==> src/core/epcd_pkg.sv <==
package epcd_pkg;

  // ********************************************************
  // Command opcodes
  // ********************************************************
  localparam logic [7:0] CMD_BOOST = 8'h06;
  localparam logic [7:0] CMD_SLEEP = 8'h07;
  localparam logic [7:0] CMD_PLANE1 = 8'h10;
  localparam logic [7:0] CMD_STOP = 8'h11;
  localparam logic [7:0] CMD_REFRESH = 8'h12;
  localparam logic [7:0] CMD_PLANE2 = 8'h13;
  localparam logic [7:0] CMD_RATE = 8'h30;
  localparam logic [7:0] CMD_TEMP = 8'h40;
  localparam logic [7:0] CMD_SRC = 8'h41;
  localparam logic [7:0] CMD_EXTW = 8'h42;
  localparam logic [7:0] CMD_EXTR = 8'h43;
  localparam logic [7:0] CMD_GAP = 8'h50;
  localparam logic [7:0] SLEEP_CODE = 8'hA5;

  // ********************************************************
  // Register offsets (opcode that reaches each register)
  // ********************************************************
  localparam logic [7:0] REG_FRAME_COMPLETE_STATUS = 8'h11;
  localparam logic [7:0] REG_FRAME_RATE_CONTROL = 8'h30;
  localparam logic [7:0] REG_TEMPERATURE_READING = 8'h40;
  localparam logic [7:0] REG_TEMPERATURE_SOURCE_SELECT = 8'h41;
  localparam logic [7:0] REG_EXTERNAL_SENSOR_WRITE = 8'h42;
  localparam logic [7:0] REG_EXTERNAL_SENSOR_READ = 8'h43;
  localparam logic [7:0] REG_VCOM_DATA_INTERVAL = 8'h50;

  // ********************************************************
  // Reset values and field positions
  // ********************************************************
  localparam logic [7:0] STATUS_RST = 8'h00;
  localparam logic [7:0] RATE_RST = 8'h3C;
  localparam logic [7:0] SRC_RST = 8'h00;
  localparam logic [7:0] GAP_RST = 8'hD7;
  localparam logic [7:0] BOOST_RST = 8'h17;
  localparam int FLAG_BIT = 7;
  localparam int RATE_M_LSB = 3;
  localparam int RATE_N_LSB = 0;
  localparam int SRC_SEL_BIT = 7;
  localparam int SRC_OFS_LSB = 0;
  localparam int GAP_BORDER_LSB = 6;
  localparam int GAP_POL_LSB = 4;
  localparam int GAP_INT_LSB = 0;
  localparam int BOOST_STR_LSB = 3;
  localparam int BOOST_OFF_LSB = 0;
  localparam int EXT_CODE_LSB = 5;
  localparam logic [4:0] GAP_BASE_LINES = 5'h11;
  localparam logic [4:0] VBLANK_LINES = 5'h14;

  // ********************************************************
  // Frame sizes in bytes, one per resolution code
  // ********************************************************
  localparam logic [12:0] FRAME_BYTES_RES0 = 13'h0AC8;
  localparam logic [12:0] FRAME_BYTES_RES1 = 13'h0BD0;
  localparam logic [12:0] FRAME_BYTES_RES2 = 13'h1280;
  localparam logic [12:0] FRAME_BYTES_RES3 = 13'h1720;

  // ********************************************************
  // Timing
  // ********************************************************
  localparam int SYS_CLK_MHZ = 100;
  localparam int REFRESH_TIME_US = 20000;
  localparam int REFRESH_CYCLES = REFRESH_TIME_US * SYS_CLK_MHZ;
  localparam int FIFO_WIDTH = 10;
  localparam int FIFO_DEPTH = 8;

  // ********************************************************
  // Types
  // ********************************************************
  typedef enum logic [1:0] {
    PH_IDLE = 2'b00,
    PH_WRITE = 2'b01,
    PH_READ = 2'b10,
    PH_SLEEP = 2'b11
  } epcd_phase_t;

  typedef enum logic [2:0] {
    WV_FLOAT = 3'b000,
    WV_BLACK = 3'b001,
    WV_WHITE = 3'b010,
    WV_RED = 3'b011,
    WV_WW = 3'b100,
    WV_BW = 3'b101,
    WV_WB = 3'b110,
    WV_BB = 3'b111
  } epcd_wave_t;

endpackage

==> src/core/epcd_core.sv <==
`timescale 1ns/10ps
`default_nettype none

// ********************************************************
// Pixel byte FIFO
// ********************************************************
module epcd_fifo #(
  parameter int W = 10,
  parameter int D = 8
) (
  // Clock and reset
  input wire logic sys_clk,
  input wire logic rst,
  // Fill side
  input wire logic in_valid,
  output logic in_ready,
  input wire logic [W-1:0] in_data,
  // Drain side
  output logic out_valid,
  input wire logic out_ready,
  output logic [W-1:0] out_data
);
  localparam int AW = $clog2(D);

  typedef struct packed {
    logic [D-1:0][W-1:0] mem;
    logic [AW-1:0] wp;
    logic [AW-1:0] rp;
    logic [AW:0] cnt;
  } epcd_fifo_st_t;

  epcd_fifo_st_t st_r;
  epcd_fifo_st_t st_nxt;
  logic push;
  logic pop;

  // Flags from the count
  assign in_ready = (st_r.cnt != (AW+1)'(D));
  assign out_valid = (st_r.cnt != '0);
  assign out_data = st_r.mem[st_r.rp];
  assign push = in_valid & in_ready;
  assign pop = out_valid & out_ready;

  // Pointer and count update
  always_comb begin
    st_nxt = st_r;
    if (push) begin
      st_nxt.mem[st_r.wp] = in_data;
      st_nxt.wp = (st_r.wp == AW'(D-1)) ? '0 : st_r.wp + 1'b1;
    end
    if (pop) begin
      st_nxt.rp = (st_r.rp == AW'(D-1)) ? '0 : st_r.rp + 1'b1;
    end
    st_nxt.cnt = st_r.cnt + (AW+1)'(push) - (AW+1)'(pop);
  end

  // State register
  always_ff @(posedge sys_clk or posedge rst) begin
    if (rst) begin
      st_r <= '0;
    end else begin
      st_r <= st_nxt;
    end
  end
endmodule

// ********************************************************
// Command and data path
// ********************************************************
// Behaviour
// - Command/data line low marks opcode, high marks data for latest command.
// - Panel colour bit picks three-colour planes or two-colour old/new planes.
// - Booster strength codes 000b..111b decode to strengths 1..8.
// - Booster off-time codes decode 0.27us up to 6.58us.
// - Opcode 07h enters deep sleep only when its parameter is A5h.
// - Deep sleep ignores the link until hardware reset.
// - Opcode 10h streams following bytes into SRAM plane one.
// - Eight pixels per byte, first in bit 7, stored in transfer order.
// - Opcode 13h streams following bytes into SRAM plane two.
// - Opcode 11h returns status with frame-complete flag in bit 7.
// - Transfer or stop ending with flag set starts refresh, busy low.
// - Opcode 12h starts refresh and holds busy low meanwhile.
// - Opcode 30h loads frame-rate multiplier and divider, reset 3Ch.
// - Opcode 40h returns two temperature bytes from selected sensor.
// - Temperature codes are two's-complement whole degrees.
// - Opcode 41h selects sensor in bit 7 and a signed 4-bit offset.
// - Opcode 42h takes attribute, high and low bytes for sensor write.
// - Opcode 43h returns external sensor read, high byte first.
// - Opcode 50h loads border, polarity, interval; blanking fixed at 20 lines.
// - Three-colour border codes choose black, white, red, floating by polarity.
// - Three-colour pixel waveform from red and black/white bits and polarity.
// - Two-colour pixel pair selects one of four transition waveforms.
module epcd_core #(
  parameter int REFRESH_LEN = epcd_pkg::REFRESH_CYCLES
) (
  // Clock and reset
  input wire logic sys_clk,
  input wire logic rst,
  // Serial link
  input wire logic spi_sclk,
  input wire logic spi_cs_n,
  input wire logic spi_sdin,
  input wire logic spi_dc,
  output logic spi_sdo,
  output logic spi_sdo_oe,
  // Panel configuration
  input wire logic two_colour_mode,
  input wire logic [1:0] res_sel,
  // SRAM write port
  output logic pixel_ready,
  input wire logic sram_ready,
  output logic sram_we,
  output logic sram_plane,
  output logic [12:0] sram_addr,
  output logic [7:0] sram_wdata,
  // Refresh control
  output logic busy_n,
  output logic refresh_start,
  output logic deep_sleep,
  // Booster settings
  output logic [3:0] boost_two_strength,
  output logic [9:0] boost_two_offtime,
  output logic [3:0] boost_three_strength,
  output logic [9:0] boost_three_offtime,
  // Frame rate
  output logic [2:0] frame_rate_m,
  output logic [2:0] frame_rate_n,
  // Temperature sensors
  input wire logic [7:0] internal_temp_code,
  output logic temp_sense_req,
  output logic i2c_write_req,
  output logic [7:0] i2c_write_attr,
  output logic [7:0] i2c_write_high,
  output logic [7:0] i2c_write_low,
  output logic i2c_read_req,
  input wire logic [15:0] i2c_read_data,
  // Waveform selection
  output logic [1:0] border_select,
  output logic [1:0] data_polarity,
  output logic [4:0] vcom_gap_lines,
  output logic [4:0] vblank_lines,
  output epcd_pkg::epcd_wave_t border_wave,
  input wire logic [1:0] pix_pair,
  output epcd_pkg::epcd_wave_t pix_wave
);
  import epcd_pkg::*;

  typedef struct packed {
    logic [2:0] sclk_s;
    logic [2:0] cs_s;
    logic [1:0] sdin_s;
    logic [1:0] dc_s;
    epcd_phase_t phase;
    logic [2:0] bit_cnt;
    logic [7:0] rx_sh;
    logic [7:0] cmd;
    logic [1:0] pidx;
    logic [7:0] tx_sh;
    logic [7:0] tx_next;
    logic [7:0] boost_two;
    logic [7:0] boost_three;
    logic [7:0] rate;
    logic [7:0] src;
    logic [7:0] gap;
    logic [7:0] ext_attr;
    logic [7:0] ext_high;
    logic [7:0] ext_low;
    logic [12:0] ptr1;
    logic [12:0] ptr2;
    logic done1;
    logic done2;
    logic busy;
    logic [31:0] busy_cnt;
    logic start_p;
    logic temp_p;
    logic extw_p;
    logic extr_p;
    logic we;
    logic plane;
    logic [12:0] addr;
    logic [7:0] wdata;
    epcd_wave_t bwave;
    epcd_wave_t pwave;
  } epcd_core_st_t;

  // ********************************************************
  // Decoders
  // ********************************************************
  // Strength is the code plus one
  function automatic logic [3:0] strength_of(input logic [2:0] code);
    strength_of = {1'b0, code} + 4'h1;
  endfunction

  // Off time in 10 ns units
  function automatic logic [9:0] offtime_of(input logic [2:0] code);
    case (code)
      3'h0: offtime_of = 10'h01B;
      3'h1: offtime_of = 10'h022;
      3'h2: offtime_of = 10'h028;
      3'h3: offtime_of = 10'h036;
      3'h4: offtime_of = 10'h050;
      3'h5: offtime_of = 10'h09A;
      3'h6: offtime_of = 10'h14E;
      default: offtime_of = 10'h292;
    endcase
  endfunction

  // Pixel waveform
  function automatic epcd_wave_t pixel_wave_of(input logic two, input logic [1:0] pol,
                                               input logic [1:0] pair);
    logic [1:0] p;
    p = pair ^ {2{pol[0]}};
    if (two) begin
      case (p)
        2'b00: pixel_wave_of = WV_WW;
        2'b01: pixel_wave_of = WV_BW;
        2'b10: pixel_wave_of = WV_WB;
        default: pixel_wave_of = WV_BB;
      endcase
    end else if (pair[1] ^ pol[1]) begin
      pixel_wave_of = WV_RED;
    end else begin
      pixel_wave_of = (pair[0] ^ pol[0]) ? WV_BLACK : WV_WHITE;
    end
  endfunction

  // Border waveform
  function automatic epcd_wave_t border_wave_of(input logic two, input logic pol0,
                                                input logic [1:0] sel);
    logic [1:0] s;
    s = pol0 ? sel : ~sel;
    if (two) begin
      case (sel)
        2'b01: border_wave_of = pol0 ? WV_WB : WV_BW;
        2'b10: border_wave_of = pol0 ? WV_BW : WV_WB;
        default: border_wave_of = WV_FLOAT;
      endcase
    end else begin
      case (s)
        2'b00: border_wave_of = WV_BLACK;
        2'b01: border_wave_of = WV_WHITE;
        2'b10: border_wave_of = WV_RED;
        default: border_wave_of = WV_FLOAT;
      endcase
    end
  endfunction

  epcd_core_st_t st_r;
  epcd_core_st_t st_nxt;
  logic fifo_in_valid;
  logic [FIFO_WIDTH-1:0] fifo_in_data;
  logic fifo_out_valid;
  logic [FIFO_WIDTH-1:0] fifo_out_data;
  logic [12:0] frame_bytes;
  logic flag;

  // ********************************************************
  // Buffer between link and SRAM
  // ********************************************************
  // Full buffer drops bytes
  epcd_fifo #(.W(FIFO_WIDTH), .D(FIFO_DEPTH)) u_fifo (
    .sys_clk(sys_clk),
    .rst(rst),
    .in_valid(fifo_in_valid),
    .in_ready(pixel_ready),
    .in_data(fifo_in_data),
    .out_valid(fifo_out_valid),
    .out_ready(sram_ready),
    .out_data(fifo_out_data)
  );

  // Frame size from resolution code
  always_comb begin
    case (res_sel)
      2'b00: frame_bytes = FRAME_BYTES_RES0;
      2'b01: frame_bytes = FRAME_BYTES_RES1;
      2'b10: frame_bytes = FRAME_BYTES_RES2;
      default: frame_bytes = FRAME_BYTES_RES3;
    endcase
  end

  assign flag = st_r.done1 & st_r.done2;

  // ********************************************************
  // Next-state logic
  // ********************************************************
  always_comb begin
    logic rise;
    logic fall;
    logic byte_done;
    logic [7:0] rx_byte;
    logic is_data;
    logic [12:0] waddr;
    logic [7:0] tval;
    rise = st_r.sclk_s[1] & ~st_r.sclk_s[2];
    fall = ~st_r.sclk_s[1] & st_r.sclk_s[2];
    byte_done = 1'b0;
    rx_byte = {st_r.rx_sh[6:0], st_r.sdin_s[1]};
    is_data = st_r.dc_s[1];
    waddr = '0;
    tval = '0;
    fifo_in_valid = 1'b0;
    fifo_in_data = '0;
    st_nxt = st_r;
    st_nxt.sclk_s = {st_r.sclk_s[1:0], spi_sclk};
    st_nxt.cs_s = {st_r.cs_s[1:0], spi_cs_n};
    st_nxt.sdin_s = {st_r.sdin_s[0], spi_sdin};
    st_nxt.dc_s = {st_r.dc_s[0], spi_dc};
    st_nxt.start_p = 1'b0;
    st_nxt.temp_p = 1'b0;
    st_nxt.extw_p = 1'b0;
    st_nxt.extr_p = 1'b0;
    st_nxt.we = 1'b0;

    // Bits in, MSB first
    if (st_r.cs_s[1] || st_r.phase == PH_SLEEP) begin
      st_nxt.bit_cnt = '0;
    end else if (rise) begin
      st_nxt.rx_sh = rx_byte;
      st_nxt.bit_cnt = st_r.bit_cnt + 3'h1;
      byte_done = (st_r.bit_cnt == 3'h7);
    end else if (fall && st_r.bit_cnt != 3'h0 && st_r.phase == PH_READ) begin
      st_nxt.tx_sh = {st_r.tx_sh[6:0], 1'b0};
    end

    // Byte interpretation by command/data line
    case (st_r.phase)
      PH_SLEEP: begin
        st_nxt.phase = PH_SLEEP;
      end
      PH_IDLE, PH_WRITE, PH_READ: begin
        if (byte_done && !is_data) begin
          st_nxt.cmd = rx_byte;
          st_nxt.pidx = '0;
          st_nxt.phase = PH_WRITE;
          // Full frame kicks refresh
          if ((st_r.cmd == CMD_PLANE1 || st_r.cmd == CMD_PLANE2) && flag) begin
            st_nxt.start_p = 1'b1;
          end
          case (rx_byte)
            CMD_PLANE1: st_nxt.done1 = 1'b0;
            CMD_PLANE2: st_nxt.done2 = 1'b0;
            CMD_STOP: begin
              st_nxt.phase = PH_READ;
              st_nxt.tx_sh = {flag, 7'h00};
              if (flag) begin
                st_nxt.start_p = 1'b1;
              end
            end
            CMD_REFRESH: st_nxt.start_p = 1'b1;
            CMD_TEMP: begin
              // Offset in whole degrees
              if (st_r.src[SRC_SEL_BIT]) begin
                tval = i2c_read_data[15:8] + {{4{st_r.src[3]}}, st_r.src[3:0]};
                st_nxt.tx_sh = tval;
                st_nxt.tx_next = {i2c_read_data[7:EXT_CODE_LSB], 5'h00};
              end else begin
                tval = internal_temp_code + {{4{st_r.src[3]}}, st_r.src[3:0]};
                st_nxt.tx_sh = tval;
                st_nxt.tx_next = 8'h00;
              end
              st_nxt.phase = PH_READ;
              st_nxt.temp_p = 1'b1;
            end
            CMD_EXTR: begin
              st_nxt.phase = PH_READ;
              st_nxt.tx_sh = i2c_read_data[15:8];
              st_nxt.tx_next = i2c_read_data[7:0];
              st_nxt.extr_p = 1'b1;
            end
            default: st_nxt.phase = PH_WRITE;
          endcase
        end else if (byte_done && st_r.phase == PH_READ) begin
          st_nxt.tx_sh = st_r.tx_next;
          st_nxt.tx_next = 8'h00;
        end else if (byte_done && st_r.phase == PH_WRITE) begin
          st_nxt.pidx = (st_r.pidx == 2'h3) ? 2'h3 : st_r.pidx + 2'h1;
          case (st_r.cmd)
            CMD_BOOST: begin
              if (st_r.pidx == 2'h1) st_nxt.boost_two = rx_byte;
              if (st_r.pidx == 2'h2) st_nxt.boost_three = {2'b00, rx_byte[5:0]};
            end
            CMD_SLEEP: begin
              if (st_r.pidx == 2'h0 && rx_byte == SLEEP_CODE) begin
                st_nxt.phase = PH_SLEEP;
              end
            end
            CMD_PLANE1, CMD_PLANE2: begin
              fifo_in_valid = 1'b1;
              fifo_in_data = {(st_r.pidx == 2'h0), (st_r.cmd == CMD_PLANE2), rx_byte};
            end
            CMD_RATE: st_nxt.rate = {2'b00, rx_byte[5:0]};
            CMD_SRC: st_nxt.src = rx_byte;
            CMD_GAP: st_nxt.gap = rx_byte;
            CMD_EXTW: begin
              if (st_r.pidx == 2'h0) st_nxt.ext_attr = rx_byte;
              if (st_r.pidx == 2'h1) st_nxt.ext_high = rx_byte;
              if (st_r.pidx == 2'h2) begin
                st_nxt.ext_low = rx_byte;
                st_nxt.extw_p = 1'b1;
              end
            end
            default: st_nxt.pidx = st_r.pidx;
          endcase
        end
      end
      default: st_nxt.phase = PH_IDLE;
    endcase

    // SRAM drain; first byte restarts plane
    if (fifo_out_valid && sram_ready) begin
      if (fifo_out_data[9]) begin
        waddr = '0;
      end else begin
        waddr = fifo_out_data[8] ? st_r.ptr2 : st_r.ptr1;
      end
      st_nxt.we = (waddr != frame_bytes);
      st_nxt.plane = fifo_out_data[8];
      st_nxt.addr = waddr;
      st_nxt.wdata = fifo_out_data[7:0];
      if (waddr != frame_bytes) begin
        if (fifo_out_data[8]) begin
          st_nxt.ptr2 = waddr + 13'h1;
          st_nxt.done2 = (waddr + 13'h1 == frame_bytes);
        end else begin
          st_nxt.ptr1 = waddr + 13'h1;
          st_nxt.done1 = (waddr + 13'h1 == frame_bytes);
        end
      end
    end

    // Refresh timer holding busy low
    if (st_nxt.start_p) begin
      st_nxt.busy = 1'b1;
      st_nxt.busy_cnt = 32'(REFRESH_LEN - 1);
    end else if (st_r.busy) begin
      if (st_r.busy_cnt == 32'h0) begin
        st_nxt.busy = 1'b0;
      end else begin
        st_nxt.busy_cnt = st_r.busy_cnt - 32'h1;
      end
    end

    // Registered waveform choices
    st_nxt.bwave = border_wave_of(two_colour_mode, st_r.gap[GAP_POL_LSB],
                                  st_r.gap[GAP_BORDER_LSB +: 2]);
    st_nxt.pwave = pixel_wave_of(two_colour_mode, st_r.gap[GAP_POL_LSB +: 2], pix_pair);
  end

  // ********************************************************
  // State register
  // ********************************************************
  always_ff @(posedge sys_clk or posedge rst) begin
    if (rst) begin
      st_r <= '0;
      st_r.sclk_s <= 3'h0;
      st_r.cs_s <= 3'h7;
      st_r.phase <= PH_IDLE;
      st_r.boost_two <= BOOST_RST;
      st_r.boost_three <= BOOST_RST;
      st_r.rate <= RATE_RST;
      st_r.src <= SRC_RST;
      st_r.gap <= GAP_RST;
      st_r.bwave <= WV_FLOAT;
      st_r.pwave <= WV_WW;
    end else begin
      st_r <= st_nxt;
    end
  end

  // ********************************************************
  // Outputs
  // ********************************************************
  assign spi_sdo = st_r.tx_sh[7];
  assign spi_sdo_oe = (st_r.phase == PH_READ) & ~st_r.cs_s[1];
  assign sram_we = st_r.we;
  assign sram_plane = st_r.plane;
  assign sram_addr = st_r.addr;
  assign sram_wdata = st_r.wdata;
  assign busy_n = ~st_r.busy;
  assign refresh_start = st_r.start_p;
  assign deep_sleep = (st_r.phase == PH_SLEEP);
  assign boost_two_strength = strength_of(st_r.boost_two[BOOST_STR_LSB +: 3]);
  assign boost_two_offtime = offtime_of(st_r.boost_two[BOOST_OFF_LSB +: 3]);
  assign boost_three_strength = strength_of(st_r.boost_three[BOOST_STR_LSB +: 3]);
  assign boost_three_offtime = offtime_of(st_r.boost_three[BOOST_OFF_LSB +: 3]);
  assign frame_rate_m = st_r.rate[RATE_M_LSB +: 3];
  assign frame_rate_n = st_r.rate[RATE_N_LSB +: 3];
  assign temp_sense_req = st_r.temp_p;
  assign i2c_write_req = st_r.extw_p;
  assign i2c_write_attr = st_r.ext_attr;
  assign i2c_write_high = st_r.ext_high;
  assign i2c_write_low = st_r.ext_low;
  assign i2c_read_req = st_r.extr_p;
  assign border_select = st_r.gap[GAP_BORDER_LSB +: 2];
  assign data_polarity = st_r.gap[GAP_POL_LSB +: 2];
  assign vcom_gap_lines = GAP_BASE_LINES - {1'b0, st_r.gap[GAP_INT_LSB +: 4]};
  assign vblank_lines = VBLANK_LINES;
  assign border_wave = st_r.bwave;
  assign pix_wave = st_r.pwave;
endmodule

`default_nettype wire

==> config.mk <==
export PLATFORM = sky130hd
export DESIGN_NAME = epcd_core
export DESIGN_NICKNAME = d
export VERILOG_FILES = /design/src/core/epcd_pkg.sv /design/src/core/epcd_core.sv
export SDC_FILE = /design/constraint.sdc
export NUM_CORES = 1
export LEC_CHECK = 0
export BUFFER_PORTS_ARGS = -buffer_cell sky130_fd_sc_hd__buf_2
export CELL_PAD_IN_SITES_DETAIL_PLACEMENT = 0
export CELL_PAD_IN_SITES_GLOBAL_PLACEMENT = 1
export CORE_MARGIN = 5
export CORE_UTILIZATION = 43
export DETAILED_ROUTE_END_ITERATION = 8
export PLACE_DENSITY_LB_ADDON = 0.1
export SLEW_MARGIN = 25
export SYNTH_ARGS = -nofsm -noshare
export SYNTH_HDL_FRONTEND = slang
export SYNTH_HIERARCHICAL = 1
export SYNTH_SLANG_ARGS = --single-unit
==> constraint.sdc <==
create_clock -name sys_clk -period 5.7 [get_ports sys_clk]
set_input_delay 0.285 -clock sys_clk [delete_from_list [all_inputs] [get_ports sys_clk]]
set_output_delay 0.285 -clock sys_clk [all_outputs]
set_load 0.01 [all_outputs]
Word-level counts from Yosys, hierarchy flattened:

Cells that the tools add are included.

* register bits after elaboration: 292
* bits in latches: 0
* bits in writable memories: 0
* memory bits (read-only): 0
* output and inout port bits: 110
* word-level logic and storage cells: 277
* memories: 0

* add/subtract/negate cells: 13
* multipliers: 0
* divide/modulo/power cells: 0
* $lt $le $gt $ge: 3
* eq/ne operators: 54
* shift-type cells: 0
* muxes and demuxes: 96
* bitwise operators: 18
* reduce and logical (&&, ||, !) cells: 47

Operator list (count)
* $mux W64: 3
* $pmux W10 S7: 2
* $bwmux W80: 1
* $mux W80: 1
* $mux W8: 9
* $mux W10: 7
* $mux W33: 2
* $eq A8 B5 Y1 const B: 6
* $mux W16: 3
* $eq A8 B7 Y1 const B: 5
* $mux W2: 20
* $mux W13: 3
* $pmux W13 S3: 1
* $logic_not A32 Y1: 1
* $mux W32: 1
* $sub A32 B1 Y32 const B: 1
* $bmux W10 S3: 1
* $demux W10 S3: 1
* $reduce_and A6 Y1: 5
* $eq A3 B3 Y1 const B: 9
* $mux W24: 1
* $pmux W8 S3: 1
* $mux W23: 1
* $mux W1: 22
* 54 further kinds: 124

Logic depth before layout (Yosys ltp):

* depth in word-level cells: 12
* depth in mapped cells: 16

By module:

Netlist, hierarchy kept.

By module, submodules not included
* epcd_core: times used 1, cells an instance 1001, area each 10470.0 µm²
* epcd_fifo: times used 1, cells an instance 258, area each 4267.8 µm²

Least setup slack after synthesis:

Ideal clock, no wire load.

* path type: register to register
* start point: reg u_fifo/st_r[4] in the netlist's numbering
* end point: reg st_r[67] (netlist name)
* arrival: 4.219 ns
* required time: 5.605 ns
* slack: 1.386 ns
* cell stages (with the launch flop): 17
* clock period less this slack: 4.314 ns
* cell sequence: dfrtp_1 > buf_2 > mux4_2 > mux2_2 > clkbuf_1 > clkbuf_1 > buf_1 > buf_1 > or2_2 > inv_1 > ha_1 > nor4b_1 > nand4_1 > xnor2_1 > and4_1 > o2111ai_1 > o31ai_1

RTL lines
* from (decl): line epcd_core.sv:32 `epcd_fifo_st_t st_r;`
* from (signal assigned): line epcd_core.sv:62 `st_r <= st_nxt;`

==> impl_summary.log <==
[metrics] Via Count: about 9500
[metrics] overall die area: 38080 sq um
[metrics] number of cells traversed by the worst register-to-register path: 12
[metrics] via density per instance: about 5.3
[metrics] average wire per standard cell: between 15 and 20 um
[metrics] relative slew slack: between 20 and 30%
[metrics] Iteration-0 DRC Markers: between 400 and 500
[metrics] wire length of the first global-routing pass: 56060 um
[metrics] number of gates resized after cts: 0
[metrics] share of the yosys chip area belonging to registers: 48.74%
[metrics] most area-consuming cells after synthesis: sky130_fd_sc_hd__dfrtp_1, sky130_fd_sc_hd__mux2_2, sky130_fd_sc_hd__dfstp_2
[metrics] commonest non-fill, non-tap cell in the layout: sky130_fd_sc_hd__dfrtp_1
[metrics] worst hold start: i2c_read_data[6]
[metrics] run status: finished, final reports clean
[metrics] Fin Hold WS: 0.02785 ns
[metrics] starting utilization of the core area: a little over two fifths
[metrics] number of instances in the synthesized netlist: between 1000 and 1500
[metrics] number of sinks driven by the clock tree: approximately 290
[metrics] terminating pin of the worst hold path: st_r[164]
[metrics] reg2reg start: u_fifo/st_r[4]
[metrics] maximum single-stage delay on the critical path: about 0.60 ns
[metrics] core box area: around 34000 sq um
[metrics] area leader, netlist: sky130_fd_sc_hd__dfrtp_1
[metrics] max-slew violations: 0
[metrics] Comb pwr share: 14.4%
[metrics] data required time at the worst endpoint: ~6.1 ns
[metrics] number of nets still failing antenna checks after routing: 0
[metrics] number of rows in the core area: between 60 and 70
[metrics] cell chosen for the clock root: sky130_fd_sc_hd__clkbuf_16
[metrics] EDFF count, synth: 0
[metrics] CTS clk-pin slew, worst paths: around 0.060 ns
[metrics] Worst Hold Depth: 3
[metrics] critical-path cell with the highest stage delay: sky130_fd_sc_hd__nor4b_1
[metrics] first-pass detailed-route iteration total: 6
[metrics] arrival time reported for the critical path endpoint: roughly 4.7 ns
[metrics] maxcap violations: 0
[metrics] # diodes: 0
[metrics] part of the total power dissipated in sequential elements: a little over two fifths
[metrics] worst skew pair latency: slightly above 0.5 ns
[metrics] TritonCTS Buffers: 35
[metrics] cell internal pwr: between 4 and 5 mW
[metrics] kind of launch point of the worst setup path: register
[metrics] kind of end point of the critical path: register
[metrics] Fin. Hold Viols: 0
[metrics] crit path time final: roughly 4.3 ns
[metrics] Non-Filler Instances: between 1500 and 2000
[metrics] per-instance average area after synthesis: between 10 and 15 sq um
[metrics] I/O Buffers: 140
[metrics] fraction of layout instances using a drive strength above 1: 35.91%
[metrics] warning count from the yosys run: 6
[metrics] pre-CTS worst setup slack: around 1.4 ns
[metrics] relative contribution of the clock network to total power: between 40% and 50%
[metrics] Worst Setup Slack, final: ~1.4 ns
[metrics] CTS Hold Buffers Added: 10
[metrics] residual DRC count: 0
[metrics] Setup Crit Path Kind: reg -> reg
[metrics] commonest cells after routing, fill and taps aside: sky130_fd_sc_hd__dfrtp_1, sky130_fd_sc_hd__mux2_2, sky130_fd_sc_hd__buf_2
[metrics] Leakage: approximately 8.2 nW
[metrics] achievable clock frequency: 0.2314 GHz
[metrics] type of the tightest min-delay check: in -> reg
[metrics] HPWL after DPL: roughly 23000 um
[metrics] number of failing setup endpoints in the final timing report: 0
[metrics] Layout Nets: ~1400
[metrics] clock tree from TritonCTS: yes
[metrics] endpoint of the worst-slack reg-to-reg timing path: st_r[66]
[metrics] global placer's final weighted congestion: approximately 0.8
[metrics] setup repair after global routing missed its margin: false
[metrics] net load switching power: about 1.5 mW
[metrics] worst path cell trace: mux4_2 -> mux2_2 -> nand2b_1 -> a21o_1 -> inv_1 -> ha_1 -> nor4b_1 -> nand4_1 -> xnor2_1 -> and4_1 -> o2111ai_1 -> o31ai_1
[metrics] via count of the first global-routing pass: about 10000
[metrics] sum of routed wire length over all layers: between 30000 and 40000 um
[metrics] pin count of the biggest net entering global routing: 70
[metrics] total of flip-flops plus latches after synthesis: 286
[metrics] Die H: around 200 um
[metrics] global route overflow: 0
[metrics] Setup TNS Final: 0 ns
[metrics] initial antenna violation count: 0
[metrics] Post-synth ARST share: between 90% and 100%
[metrics] maximum number of buffers from clock root to sink: 3
[metrics] top-level I/O count: between 100 and 150
[metrics] global-route usage over all layers: about 18%
[metrics] placed cell count: roughly 1700
[metrics] Fin Clk Skew: 0.01473 ns
[metrics] post-CTS setup buffers: 0
[metrics] maximum VDD drop: roughly 0.18 mV
[metrics] switch share: about 28%
[metrics] setup slack, reg-to-reg: between 1 and 1.5 ns
[metrics] die width: 195.1 um
[metrics] Netlist cell types: 76
[metrics] power density over cell area: ~330 nW/um^2
[metrics] share of the clock period used by the worst path: 75.82%
[metrics] cell area after synthesis: between 10000 and 15000 sq um
[metrics] maximum fanout count along the critical path: 26
[metrics] top_reg_cell synth: sky130_fd_sc_hd__dfrtp_1
[metrics] actual transition at the worst max-transition pin: around 1.1 ns
[metrics] area growth from synthesis to layout: 13.45%
[metrics] post-synth top area share: between 40% and 50%
[metrics] H-tree lvl count: 2
[Yosys cell counts, types with 9 or more instances]
master                     count
sky130_fd_sc_hd__a21oi_1      36
sky130_fd_sc_hd__and2_1       12
sky130_fd_sc_hd__and3_1       12
sky130_fd_sc_hd__buf_4        69
sky130_fd_sc_hd__clkbuf_1     42
sky130_fd_sc_hd__dfrtp_1     265
sky130_fd_sc_hd__dfstp_2      21
sky130_fd_sc_hd__ha_1         30
sky130_fd_sc_hd__inv_1        41
sky130_fd_sc_hd__mux2_2      179
sky130_fd_sc_hd__mux2_4       20
sky130_fd_sc_hd__mux2i_1      25
sky130_fd_sc_hd__mux4_2       20
sky130_fd_sc_hd__nand2_1      81
sky130_fd_sc_hd__nand3_1      19
sky130_fd_sc_hd__nand3b_1      9
sky130_fd_sc_hd__nor2_1       83
sky130_fd_sc_hd__nor2b_1      16
sky130_fd_sc_hd__nor3_1       22
sky130_fd_sc_hd__nor4_1       12
sky130_fd_sc_hd__o21ai_0      23
sky130_fd_sc_hd__xnor2_1      30
sky130_fd_sc_hd__xor2_1       27
[registers in the layout, indices dropped and copies added (netlist names), 6 cells and up]
name / count
sram_wdata: 8
i2c_write_high: 8
u_fifo/st_r: 90
i2c_write_attr: 8
sram_addr: 13
i2c_write_low: 8
st_nxt: 6
st_r: 122
[worst max-delay path: cells and delay by family, from the launching register on]
| kind | cells | cell delay (ns) |
|---|---|---|
| and+or+nand+nor | 4 | 1.30 |
| muxes | 2 | 1.06 |
| AOI/OAI and AO/OA | 3 | 0.59 |
| DFF | 1 | 0.57 |
| xor gates and xnor gates | 1 | 0.30 |
| adders and majority gates | 1 | 0.24 |
| buffers and inverters | 1 | 0.12 |
[through the flow]
stage	utilization, %	total power [mW]	instance area (sq um)
6_report	49.61	5.562	16720
5_1_grt	49.61	5.849	16720
4_1_cts	49.60	5.660	16710
3_5_place_dp	45.54	3.215	15350
3_3_place_gp	45.49	3.214	15330
2_1_floorplan	-	2.945	14750
[layout make-up]
type / count / area, sq um
multi-input combinational: 805 / 6673
inverter: 41 / 162.7
clock buffer: 48 / 1006
tap: 448 / 560.5
clock inverter: 16 / 259.0
fill: 3089 / 16980
sequential: 286 / 7183
timing repair buffer: 160 / 875.8
[power groups by stage]
stage          Clock (mW)  Combinational, mW  Sequential [mW]
6_report             2.39              0.800             2.37
3_5_place_dp            0              0.809             2.41
3_3_place_gp            0              0.807             2.41
2_1_floorplan           0              0.697             2.25
5_1_grt              2.56              0.901             2.39
4_1_cts              2.47              0.818             2.37
[how the worst max path moves through the flow]
| stage | startpoint | endpoint | slack [ns] | cells past startpoint |
|---|---|---|---|---|
| after global placement | u_fifo/st_r[4] | st_r[67] | 1.42 | 12 |
| after floorplan | rst | border_wave[0] | 0.11 | 1 |
| after CTS | u_fifo/st_r[4] | st_r[66] | 1.34 | 12 |
| after global routing | u_fifo/st_r[4] | st_r[67] | 0.97 | 12 |
| after detailed placement | u_fifo/st_r[4] | st_r[66] | 1.38 | 12 |
| final | u_fifo/st_r[4] | st_r[66] | 1.38 | 12 |
[cells by family (layout without fill, tap and decap cells)]
logic type	after synthesis	after routing	synth area share (%)
AOI/OAI and AO/OA	125	125	5.697
xor gates and xnor gates	57	57	3.387
adders and majority gates	32	32	2.819
buffers and inverters	171	265	6.461
DFF	286	286	48.74
muxes	244	244	20.47
other	2	5	0.05096
and+or+nand+nor	342	342	12.38
[per-layer routing]
layer,vias to the layer above,global-route usage (%),part of all wire (%)
met4,0,3.879,1.8
met1,4798,25.05,47
met5,-,0,0
li1,4516,-,-
met3,48,2.585,3.7
met2,141,29.83,48
No activity file was read; power rests on OpenSTA's default activity.
